==> src/design/ide_params.svh <==
`ifndef IDE_PARAMS_SVH
`define IDE_PARAMS_SVH

// register offsets, reset values and write mask in configuration space
`define IDE_OFS_D1_PIO_TIMING 8'h44
`define IDE_OFS_SYNC_DMA_CTRL 8'h48
`define IDE_RST_D1_PIO_TIMING 8'h00
`define IDE_RST_SYNC_DMA_CTRL 8'h00
`define IDE_SYNC_DMA_MASK     8'h0F

// drive1_pio_timing fields
`define IDE_SEC_SAMPLE_HI 7
`define IDE_SEC_SAMPLE_LO 6
`define IDE_SEC_RECOV_HI  5
`define IDE_SEC_RECOV_LO  4
`define IDE_PRI_SAMPLE_HI 3
`define IDE_PRI_SAMPLE_LO 2
`define IDE_PRI_RECOV_HI  1
`define IDE_PRI_RECOV_LO  0

// sync_dma_enable_control fields
`define IDE_PRI_D0_SDMA 0
`define IDE_PRI_D1_SDMA 1
`define IDE_SEC_D0_SDMA 2
`define IDE_SEC_D1_SDMA 3

// timing codes in clocks
`define IDE_SAMPLE_CODE00 4'h5
`define IDE_SAMPLE_CODE01 4'h4
`define IDE_SAMPLE_CODE10 4'h3
`define IDE_SAMPLE_CODE11 4'h5
`define IDE_RECOV_CODE00  4'h4
`define IDE_RECOV_CODE01  4'h3
`define IDE_RECOV_CODE10  4'h2
`define IDE_RECOV_CODE11  4'h1

// compatible timing used when no fast bank is selected
`define IDE_COMPAT_SAMPLE 4'h6
`define IDE_COMPAT_RECOV  4'h8

`define IDE_CNT_W 4

`endif

==> src/design/ide_pkg.sv <==
package ide_pkg;

  // one PIO access request for a channel
  typedef struct packed {
    logic data_port;
    logic drive1;
    logic write;
  } ide_acc_req_type;

  // fields of the channel main timing register that this block consumes
  typedef struct packed {
    logic       slave_timing_en;
    logic       d0_fast_timing_select;
    logic       d1_fast_timing_select;
    logic [1:0] sample_code;
    logic [1:0] recovery_code;
  } ide_chan_cfg_type;

  typedef enum logic [2:0] {
    IDE_ST_IDLE    = 3'b001,
    IDE_ST_STROBE  = 3'b010,
    IDE_ST_RECOVER = 3'b100
  } ide_pio_state_type;

endpackage

==> src/design/ide_pio_timer.sv <==
`timescale 1ns/1ps
`include "ide_params.svh"

module ide_pio_timer #(
  parameter int CNT_W = `IDE_CNT_W
) (
  // clock and reset
  input  wire logic             i_core_clk,
  input  wire logic             i_sys_rst,
  // access request
  input  wire logic             i_start,
  input  wire logic             i_write,
  input  wire logic [CNT_W-1:0] i_sample_clks,
  input  wire logic [CNT_W-1:0] i_recovery_clks,
  input  wire logic             i_ready_sync,
  // cable strobes and status
  output logic                  o_read_strobe_n,
  output logic                  o_write_strobe_n,
  output logic                  o_busy,
  output logic                  o_done
);
  import ide_pkg::*;

  ide_pio_state_type state;
  logic [CNT_W-1:0]  cnt;
  logic [CNT_W-1:0]  recov_hold;
  logic              sample_hit;

  // timing is latched at start so a register write mid-cycle cannot stretch it
  logic [CNT_W-1:0]  sample_hold;

  assign sample_hit = (cnt >= sample_hold) && i_ready_sync;

  always_ff @(posedge i_core_clk) begin
    if (i_sys_rst) begin
      state       <= IDE_ST_IDLE;
      cnt         <= '0;
      sample_hold <= '0;
      recov_hold  <= '0;
    end else begin
      case (state)
        IDE_ST_IDLE: begin
          if (i_start) begin
            state       <= IDE_ST_STROBE;
            cnt         <= CNT_W'(1);
            sample_hold <= i_sample_clks;
            recov_hold  <= i_recovery_clks;
          end
        end
        IDE_ST_STROBE: begin
          // first ready sample lands sample_hold clocks after assertion
          if (sample_hit) begin
            state <= IDE_ST_RECOVER;
            cnt   <= CNT_W'(1);
          end else if (cnt < sample_hold) begin
            cnt <= cnt + CNT_W'(1);
          end
        end
        IDE_ST_RECOVER: begin
          if (cnt >= recov_hold) begin
            state <= IDE_ST_IDLE;
            cnt   <= '0;
          end else begin
            cnt <= cnt + CNT_W'(1);
          end
        end
        default: begin
          state <= IDE_ST_IDLE;
          cnt   <= '0;
        end
      endcase
    end
  end

  always_ff @(posedge i_core_clk) begin
    if (i_sys_rst) begin
      o_read_strobe_n  <= 1'b1;
      o_write_strobe_n <= 1'b1;
    end else if (state == IDE_ST_IDLE && i_start) begin
      o_read_strobe_n  <= i_write;
      o_write_strobe_n <= ~i_write;
    end else if (state == IDE_ST_STROBE && sample_hit) begin
      o_read_strobe_n  <= 1'b1;
      o_write_strobe_n <= 1'b1;
    end
  end

  always_ff @(posedge i_core_clk) begin
    if (i_sys_rst) begin
      o_busy <= 1'b0;
      o_done <= 1'b0;
    end else begin
      o_busy <= (state == IDE_ST_IDLE) ? i_start
              : !(state == IDE_ST_RECOVER && cnt >= recov_hold);
      o_done <= (state == IDE_ST_RECOVER) && (cnt >= recov_hold);
    end
  end

endmodule

==> src/design/ide_drive1_timing.sv <==
`timescale 1ns/1ps
`include "ide_params.svh"

module ide_drive1_timing #(
  parameter int CNT_W = `IDE_CNT_W
) (
  // clock and reset
  input  wire logic                    i_core_clk,
  input  wire logic                    i_sys_rst,
  // configuration space access
  input  wire logic [7:0]              i_cfg_addr,
  input  wire logic                    i_cfg_wr,
  input  wire logic                    i_cfg_rd,
  input  wire logic [7:0]              i_cfg_wdata,
  output logic      [7:0]              o_cfg_rdata,
  // channel main timing fields, index 0 primary, 1 secondary
  input  wire ide_pkg::ide_chan_cfg_type i_chan_cfg [2],
  // PIO access requests per channel
  input  wire logic [1:0]              i_acc_start,
  input  wire ide_pkg::ide_acc_req_type i_acc_req [2],
  output logic      [1:0]              o_acc_busy,
  output logic      [1:0]              o_acc_done,
  // cable pins per channel
  input  wire logic [1:0]              i_drive_ready_line,
  output logic      [1:0]              o_read_strobe_n,
  output logic      [1:0]              o_write_strobe_n,
  // synchronous DMA enables: pri d0, pri d1, sec d0, sec d1
  output logic      [3:0]              o_sync_dma_en
);
  import ide_pkg::*;

  logic [7:0] drive1_pio_timing;
  logic [7:0] sync_dma_enable_control;
  logic [1:0] ready_meta;
  logic [1:0] ready_sync;
  logic [CNT_W-1:0] sel_sample [2];
  logic [CNT_W-1:0] sel_recov  [2];
  logic [1:0] d1_code_sample [2];
  logic [1:0] d1_code_recov  [2];

  function automatic logic [CNT_W-1:0] sample_clocks(input logic [1:0] code);
    case (code)
      2'h0:    sample_clocks = CNT_W'(`IDE_SAMPLE_CODE00);
      2'h1:    sample_clocks = CNT_W'(`IDE_SAMPLE_CODE01);
      2'h2:    sample_clocks = CNT_W'(`IDE_SAMPLE_CODE10);
      default: sample_clocks = CNT_W'(`IDE_SAMPLE_CODE11);
    endcase
  endfunction

  function automatic logic [CNT_W-1:0] recovery_clocks(input logic [1:0] code);
    case (code)
      2'h0:    recovery_clocks = CNT_W'(`IDE_RECOV_CODE00);
      2'h1:    recovery_clocks = CNT_W'(`IDE_RECOV_CODE01);
      2'h2:    recovery_clocks = CNT_W'(`IDE_RECOV_CODE10);
      default: recovery_clocks = CNT_W'(`IDE_RECOV_CODE11);
    endcase
  endfunction

  // configuration writes
  always_ff @(posedge i_core_clk) begin
    if (i_sys_rst) begin
      drive1_pio_timing       <= `IDE_RST_D1_PIO_TIMING;
      sync_dma_enable_control <= `IDE_RST_SYNC_DMA_CTRL;
    end else if (i_cfg_wr) begin
      if (i_cfg_addr == `IDE_OFS_D1_PIO_TIMING) begin
        drive1_pio_timing <= i_cfg_wdata;
      end
      if (i_cfg_addr == `IDE_OFS_SYNC_DMA_CTRL) begin
        sync_dma_enable_control <= i_cfg_wdata & `IDE_SYNC_DMA_MASK;
      end
    end
  end

  // configuration reads, answered one clock after the read strobe
  always_ff @(posedge i_core_clk) begin
    if (i_sys_rst) begin
      o_cfg_rdata <= 8'h00;
    end else if (i_cfg_rd) begin
      case (i_cfg_addr)
        `IDE_OFS_D1_PIO_TIMING: o_cfg_rdata <= drive1_pio_timing;
        `IDE_OFS_SYNC_DMA_CTRL: o_cfg_rdata <= sync_dma_enable_control;
        default:                o_cfg_rdata <= 8'h00;
      endcase
    end
  end

  // enables reach the DMA engines one clock after the register updates
  always_ff @(posedge i_core_clk) begin
    if (i_sys_rst) begin
      o_sync_dma_en <= 4'h0;
    end else begin
      o_sync_dma_en[0] <= sync_dma_enable_control[`IDE_PRI_D0_SDMA];
      o_sync_dma_en[1] <= sync_dma_enable_control[`IDE_PRI_D1_SDMA];
      o_sync_dma_en[2] <= sync_dma_enable_control[`IDE_SEC_D0_SDMA];
      o_sync_dma_en[3] <= sync_dma_enable_control[`IDE_SEC_D1_SDMA];
    end
  end

  // drive ready is asynchronous to the core clock
  always_ff @(posedge i_core_clk) begin
    if (i_sys_rst) begin
      ready_meta <= 2'b00;
      ready_sync <= 2'b00;
    end else begin
      ready_meta <= i_drive_ready_line;
      ready_sync <= ready_meta;
    end
  end

  assign d1_code_sample[0] = drive1_pio_timing[`IDE_PRI_SAMPLE_HI:`IDE_PRI_SAMPLE_LO];
  assign d1_code_recov[0]  = drive1_pio_timing[`IDE_PRI_RECOV_HI:`IDE_PRI_RECOV_LO];
  assign d1_code_sample[1] = drive1_pio_timing[`IDE_SEC_SAMPLE_HI:`IDE_SEC_SAMPLE_LO];
  assign d1_code_recov[1]  = drive1_pio_timing[`IDE_SEC_RECOV_HI:`IDE_SEC_RECOV_LO];

  // timing bank selection per channel
  always_comb begin
    for (int ch = 0; ch < 2; ch++) begin
      logic fast;
      fast = i_acc_req[ch].data_port &&
             (i_acc_req[ch].drive1 ? i_chan_cfg[ch].d1_fast_timing_select
                                   : i_chan_cfg[ch].d0_fast_timing_select);
      if (fast && i_acc_req[ch].drive1 && i_chan_cfg[ch].slave_timing_en) begin
        sel_sample[ch] = sample_clocks(d1_code_sample[ch]);
        sel_recov[ch]  = recovery_clocks(d1_code_recov[ch]);
      end else if (fast) begin
        sel_sample[ch] = sample_clocks(i_chan_cfg[ch].sample_code);
        sel_recov[ch]  = recovery_clocks(i_chan_cfg[ch].recovery_code);
      end else begin
        // compatible timing covers non-data ports and slow drives
        sel_sample[ch] = CNT_W'(`IDE_COMPAT_SAMPLE);
        sel_recov[ch]  = CNT_W'(`IDE_COMPAT_RECOV);
      end
    end
  end

  for (genvar ch = 0; ch < 2; ch++) begin : g_chan
    ide_pio_timer #(
      .CNT_W (CNT_W)
    ) u_timer (
      .i_core_clk       (i_core_clk),
      .i_sys_rst        (i_sys_rst),
      .i_start          (i_acc_start[ch]),
      .i_write          (i_acc_req[ch].write),
      .i_sample_clks    (sel_sample[ch]),
      .i_recovery_clks  (sel_recov[ch]),
      .i_ready_sync     (ready_sync[ch]),
      .o_read_strobe_n  (o_read_strobe_n[ch]),
      .o_write_strobe_n (o_write_strobe_n[ch]),
      .o_busy           (o_acc_busy[ch]),
      .o_done           (o_acc_done[ch])
    );
  end

endmodule

==> config.mk <==
export PLATFORM = sky130hd
export DESIGN_NAME = ide_drive1_timing
export DESIGN_NICKNAME = d
export VERILOG_FILES = /design/src/design/ide_pkg.sv /design/src/design/ide_pio_timer.sv /design/src/design/ide_drive1_timing.sv
export VERILOG_INCLUDE_DIRS = /design/src /design/src/design
export SDC_FILE = /design/constraint.sdc
export NUM_CORES = 1
export LEC_CHECK = 0
export ABC_AREA = 1
export BUFFER_PORTS_ARGS = -buffer_cell sky130_fd_sc_hd__clkbuf_2
export CORE_AREA = 2 2 92 130
export CTS_CLUSTER_DIAMETER = 150
export DETAILED_ROUTE_END_ITERATION = 16
export DIE_AREA = 0 0 94 132
export SYNTH_ARGS = -nofsm -noshare
export SYNTH_HDL_FRONTEND = slang
export SYNTH_SLANG_ARGS = --single-unit
==> constraint.sdc <==
create_clock -name i_core_clk -period 1.8 [get_ports i_core_clk]
set_clock_uncertainty 0.15 [all_clocks]
set_input_delay 0.09 -clock i_core_clk [delete_from_list [all_inputs] [get_ports i_core_clk]]
set_output_delay 0.09 -clock i_core_clk [all_outputs]
set_load 0.005 [all_outputs]
==> reports/qor.yml <==
status:
  status: "complete, no violations"
cts:
  path_clk_slew_ps: 50
  cts_tree: "yes"
  post_cts_buffers: 0
  cts_buffer_depth: 2
  cts_max_level: 3
  cts-buffers-inserted: 9
  clock_sinks: 64
  clock_latency_ps: 320
  ctsRootBufferMaster: "clkbuf_16"
sta:
  setup_viol: 0
  timing.setup.tns_ps: 0
  maxSlewViolCount: 0
  min_period_over_period: 0.953
  tightestPinTransition_ps: 513
  max_clock_freq_mhz: 583
  relSlewSlack: 0.656
  min_period_ps: 1720
  rsz0062_at_grt: "yes"
  hold_viol: 0
critical_path:
  slowest_stage: "dfxtp_2"
  r2r-start: "g_chan[0].u_timer.cnt[0]"
  cp.arrival_ps: 1770
  timing_worst_setup_path_type: "flop to flop"
  setup.worst_path.end_class: "flop"
  crit_required_ps: 1850
  worstReg2RegEnd: "g_chan[0].u_timer.cnt[1]"
  cp_max_fo: 4
  startpoint_type: "flop"
  path_cells: "inv_2 > ha_1 > nand4_1 > nand3_4 > nand2_4 > nand2_1 > nand2_2 > a21oi_1 > nor2_1"
  reg2regPathDepth: 9
  reg2reg_slack_ps: 80
  slowest_delay_ps: 350
synth:
  ys_ff_latch: 64
  synth_cell_type_count: 36
  syn_nets: 519
  syn-cell-area_sq_mm: 0.00330
  syn_avg_cell_area_sq_um: 7.37
  yosys_warnings: 0
  ys_seq_area_frac: 0.389
  synthCells: 447
floorplanning:
  coreArea_sq_mm: 0.0112
  io_pins: 64
  die_area_sq_mm: 0.0124
  die_w_microns: 94
  die_h_microns: 132
  num_rows: 46
  initial_utilization: 0.294
power_and_ir_drop:
  ir_drop_mv: 0.569
  power_density_mw_per_mm2: 850
  p_total_mw: 3.67
  power.static_leakage_nw: 1.96
placement:
  place.gp.congestion: 0.884
  portBuffers: 63
  hpwl_microns: 5810
detailed_routing:
  vias_per_cell: 4.60
  drc: 0
  antenna_left: 0
  num_vias: 3081
  wl_per_cell_microns: 11.6
  drt-total-wl_microns: 7750
  dr.pass1.iters: 4
  drt_iter0_markers: 62
finish:
  n_fill_cell: 1148
  drive_gt1_frac: 0.245
  seq_area_sq_mm: 0.00130
  syn_to_final_growth_pct: 30.9
  antenna_cells: 0
  nNetsFinal: 597
  multiInputGateArea_sq_mm: 0.00178
worst_hold_path:
  hold_end: "g_chan[0].u_timer.sample_hold[0]"
  min_path_cells: 3
  min-delay-start: "i_chan_cfg[10]"
  hold_path_class: "primary input to flop"
global_routing:
  antenna_found_initial: 0
  grt_pass1_wl_microns: 12900
  grt_usage: 0.128
  grt_overflow_total: 0
  grt_max_degree: 20
  grt_pass1_vias: 2949
job:
  cap_violations: 0
-- final cells by class --
cell class | instances | area share
Multi-Input combinational cell | 295 | 0.414
Inverter | 67 | 0.0583
Clock buffer | 10 | 0.0554
Tap cell | 144 | 0.0418
Timing Repair Buffer | 88 | 0.128
Clock inverter | 2 | 0.00232
Sequential cell | 64 | 0.300
-- stage by stage --
stage	setup WS, ps	instances	utilization	area, sq um	hold WS [ps]
6_report	84.4	670	0.384	4310	3.39
5_1_grt	-27.9	670	0.384	4310	2.09
4_1_cts	19.4	670	0.370	4150	2.73
3_5_place_dp	39.3	638	0.330	3700	144
3_3_place_gp	117	638	0.330	3700	155
2_1_floorplan	237	447	-	3300	47.0
-- critical path: cells and delay by family (launching register included) --
kind / cells / cell delay (ps)
AND/OR/NAND/NOR: 6 / 590
flip-flops: 1 / 350
adder cells (fa/ha/maj): 1 / 270
AO/OA/AOI/OAI: 1 / 170
buffers and inverters: 1 / 60
-- how the worst max path moves through the flow --
stage | startpoint | endpoint | slack, ps | cells past startpoint
2_1_floorplan | g_chan[1].u_timer.sample_hold[1] | g_chan[1].u_timer.cnt[1] | 240 | 11
3_3_place_gp | g_chan[1].u_timer.cnt[1] | g_chan[1].u_timer.cnt[0] | 120 | 11
3_5_place_dp | g_chan[1].u_timer.cnt[0] | g_chan[1].u_timer.cnt[2] | 40 | 11
4_1_cts | g_chan[1].u_timer.cnt[0] | g_chan[1].u_timer.cnt[2] | 20 | 11
5_1_grt | g_chan[0].u_timer.cnt[0] | g_chan[0].u_timer.cnt[1] | -30 | 9
6_report | g_chan[0].u_timer.cnt[0] | g_chan[0].u_timer.cnt[1] | 80 | 9
-- routing by layer --
| metal | global-route usage | share of wire | up-vias |
|---|---|---|---|
| met1 | 0.153 | 0.45 | 1388 |
| met2 | 0.217 | 0.49 | 71 |
| li1 | - | - | 1607 |
| met4 | 0.0620 | 0.024 | 0 |
| met5 | 0 | 0 | - |
| met3 | 0.0229 | 0.034 | 15 |
-- cells in the mapped netlist (all sizes together) --
| library cell | instances | share of area |
|---|---|---|
| nand2 | 88 | 0.10 |
| inv | 66 | 0.075 |
| ha | 28 | 0.11 |
| nor4 | 2 | 0.0038 |
| nor2 | 33 | 0.038 |
| o21ai | 37 | 0.057 |
| and3 | 2 | 0.0038 |
| buf | 13 | 0.028 |
| dfxtp | 64 | 0.39 |
| a21boi | 1 | 0.0023 |
| nor3b | 1 | 0.0023 |
| and2 | 2 | 0.0038 |
| clkinv | 1 | 0.0011 |
| a211oi | 2 | 0.0046 |
| nor3 | 4 | 0.011 |
| o31ai | 1 | 0.0023 |
| o211ai | 3 | 0.0068 |
| nand4 | 8 | 0.017 |
| o22ai | 1 | 0.0019 |
| clkbuf | 8 | 0.0091 |
| o21bai | 2 | 0.0046 |
| a21oi | 48 | 0.075 |
| nand3 | 25 | 0.038 |
| a31oi | 5 | 0.011 |
| xor2 | 2 | 0.0053 |
-- sequential cells by signal, summed over array words and instances (netlist names) --
| name | flops |
|---|---|
| g_chan.u_timer.recov_hold | 8 |
| g_chan.u_timer.o_done | 2 |
| ready_meta | 2 |
| g_chan.u_timer.o_write_strobe_n | 2 |
| g_chan.u_timer.sample_hold | 6 |
| g_chan.u_timer.o_read_strobe_n | 2 |
| g_chan.u_timer.cnt | 8 |
| o_sync_dma_en | 4 |
| g_chan.u_timer.o_busy | 2 |
| sync_dma_enable_control | 4 |
| drive1_pio_timing | 8 |
| ready_sync | 2 |
| o_cfg_rdata | 8 |
| g_chan.u_timer.state | 6 |
-- cell families after synthesis --
group           synth area share
simple gates               0.219
compound gates             0.166
buf+inv                    0.114
flops                      0.389
fa+ha+maj                  0.106
xor+xnor                 0.00532
-- cells in the final DEF, fill, tap and decap left out, types with 2 or more instances in the layout --
cell type	synthesis	final
a211oi_1	2	2
a21oi_1	46	40
a21oi_2	2	6
a21oi_4	0	2
a31oi_1	4	4
and2_1	2	2
and3_1	2	2
buf_4	9	5
clkbuf_16	0	9
clkbuf_2	0	63
clkinv_2	0	2
dfxtp_1	64	54
dfxtp_2	0	9
dlygate4sd3_1	0	20
ha_1	28	24
ha_4	0	4
inv_1	63	62
inv_2	3	4
nand2_1	86	77
nand2_2	2	10
nand3_1	25	21
nand3_2	0	3
nand4_1	7	7
nor2_1	32	31
nor2_2	1	2
nor3_2	3	3
nor4_1	2	2
o211ai_1	3	3
o21ai_0	35	34
o21ai_1	1	2
o21bai_1	2	2
xor2_1	2	2
-- repair_timing --
action                     4_1_cts  5_1_grt
setup endpoints to repair        0       11
hold buffers                    20        0
hold endpoints to repair        22        0
gates resized for setup          0       41
-- power by group --
group | switching, mW | leakage (nW) | internal [mW]
Sequential | 0.0504 | 0.528 | 1.50
Combinational | 0.363 | 1.31 | 0.261
Clock | 0.558 | 0.126 | 0.931
Power figures use the tool's default switching activity.
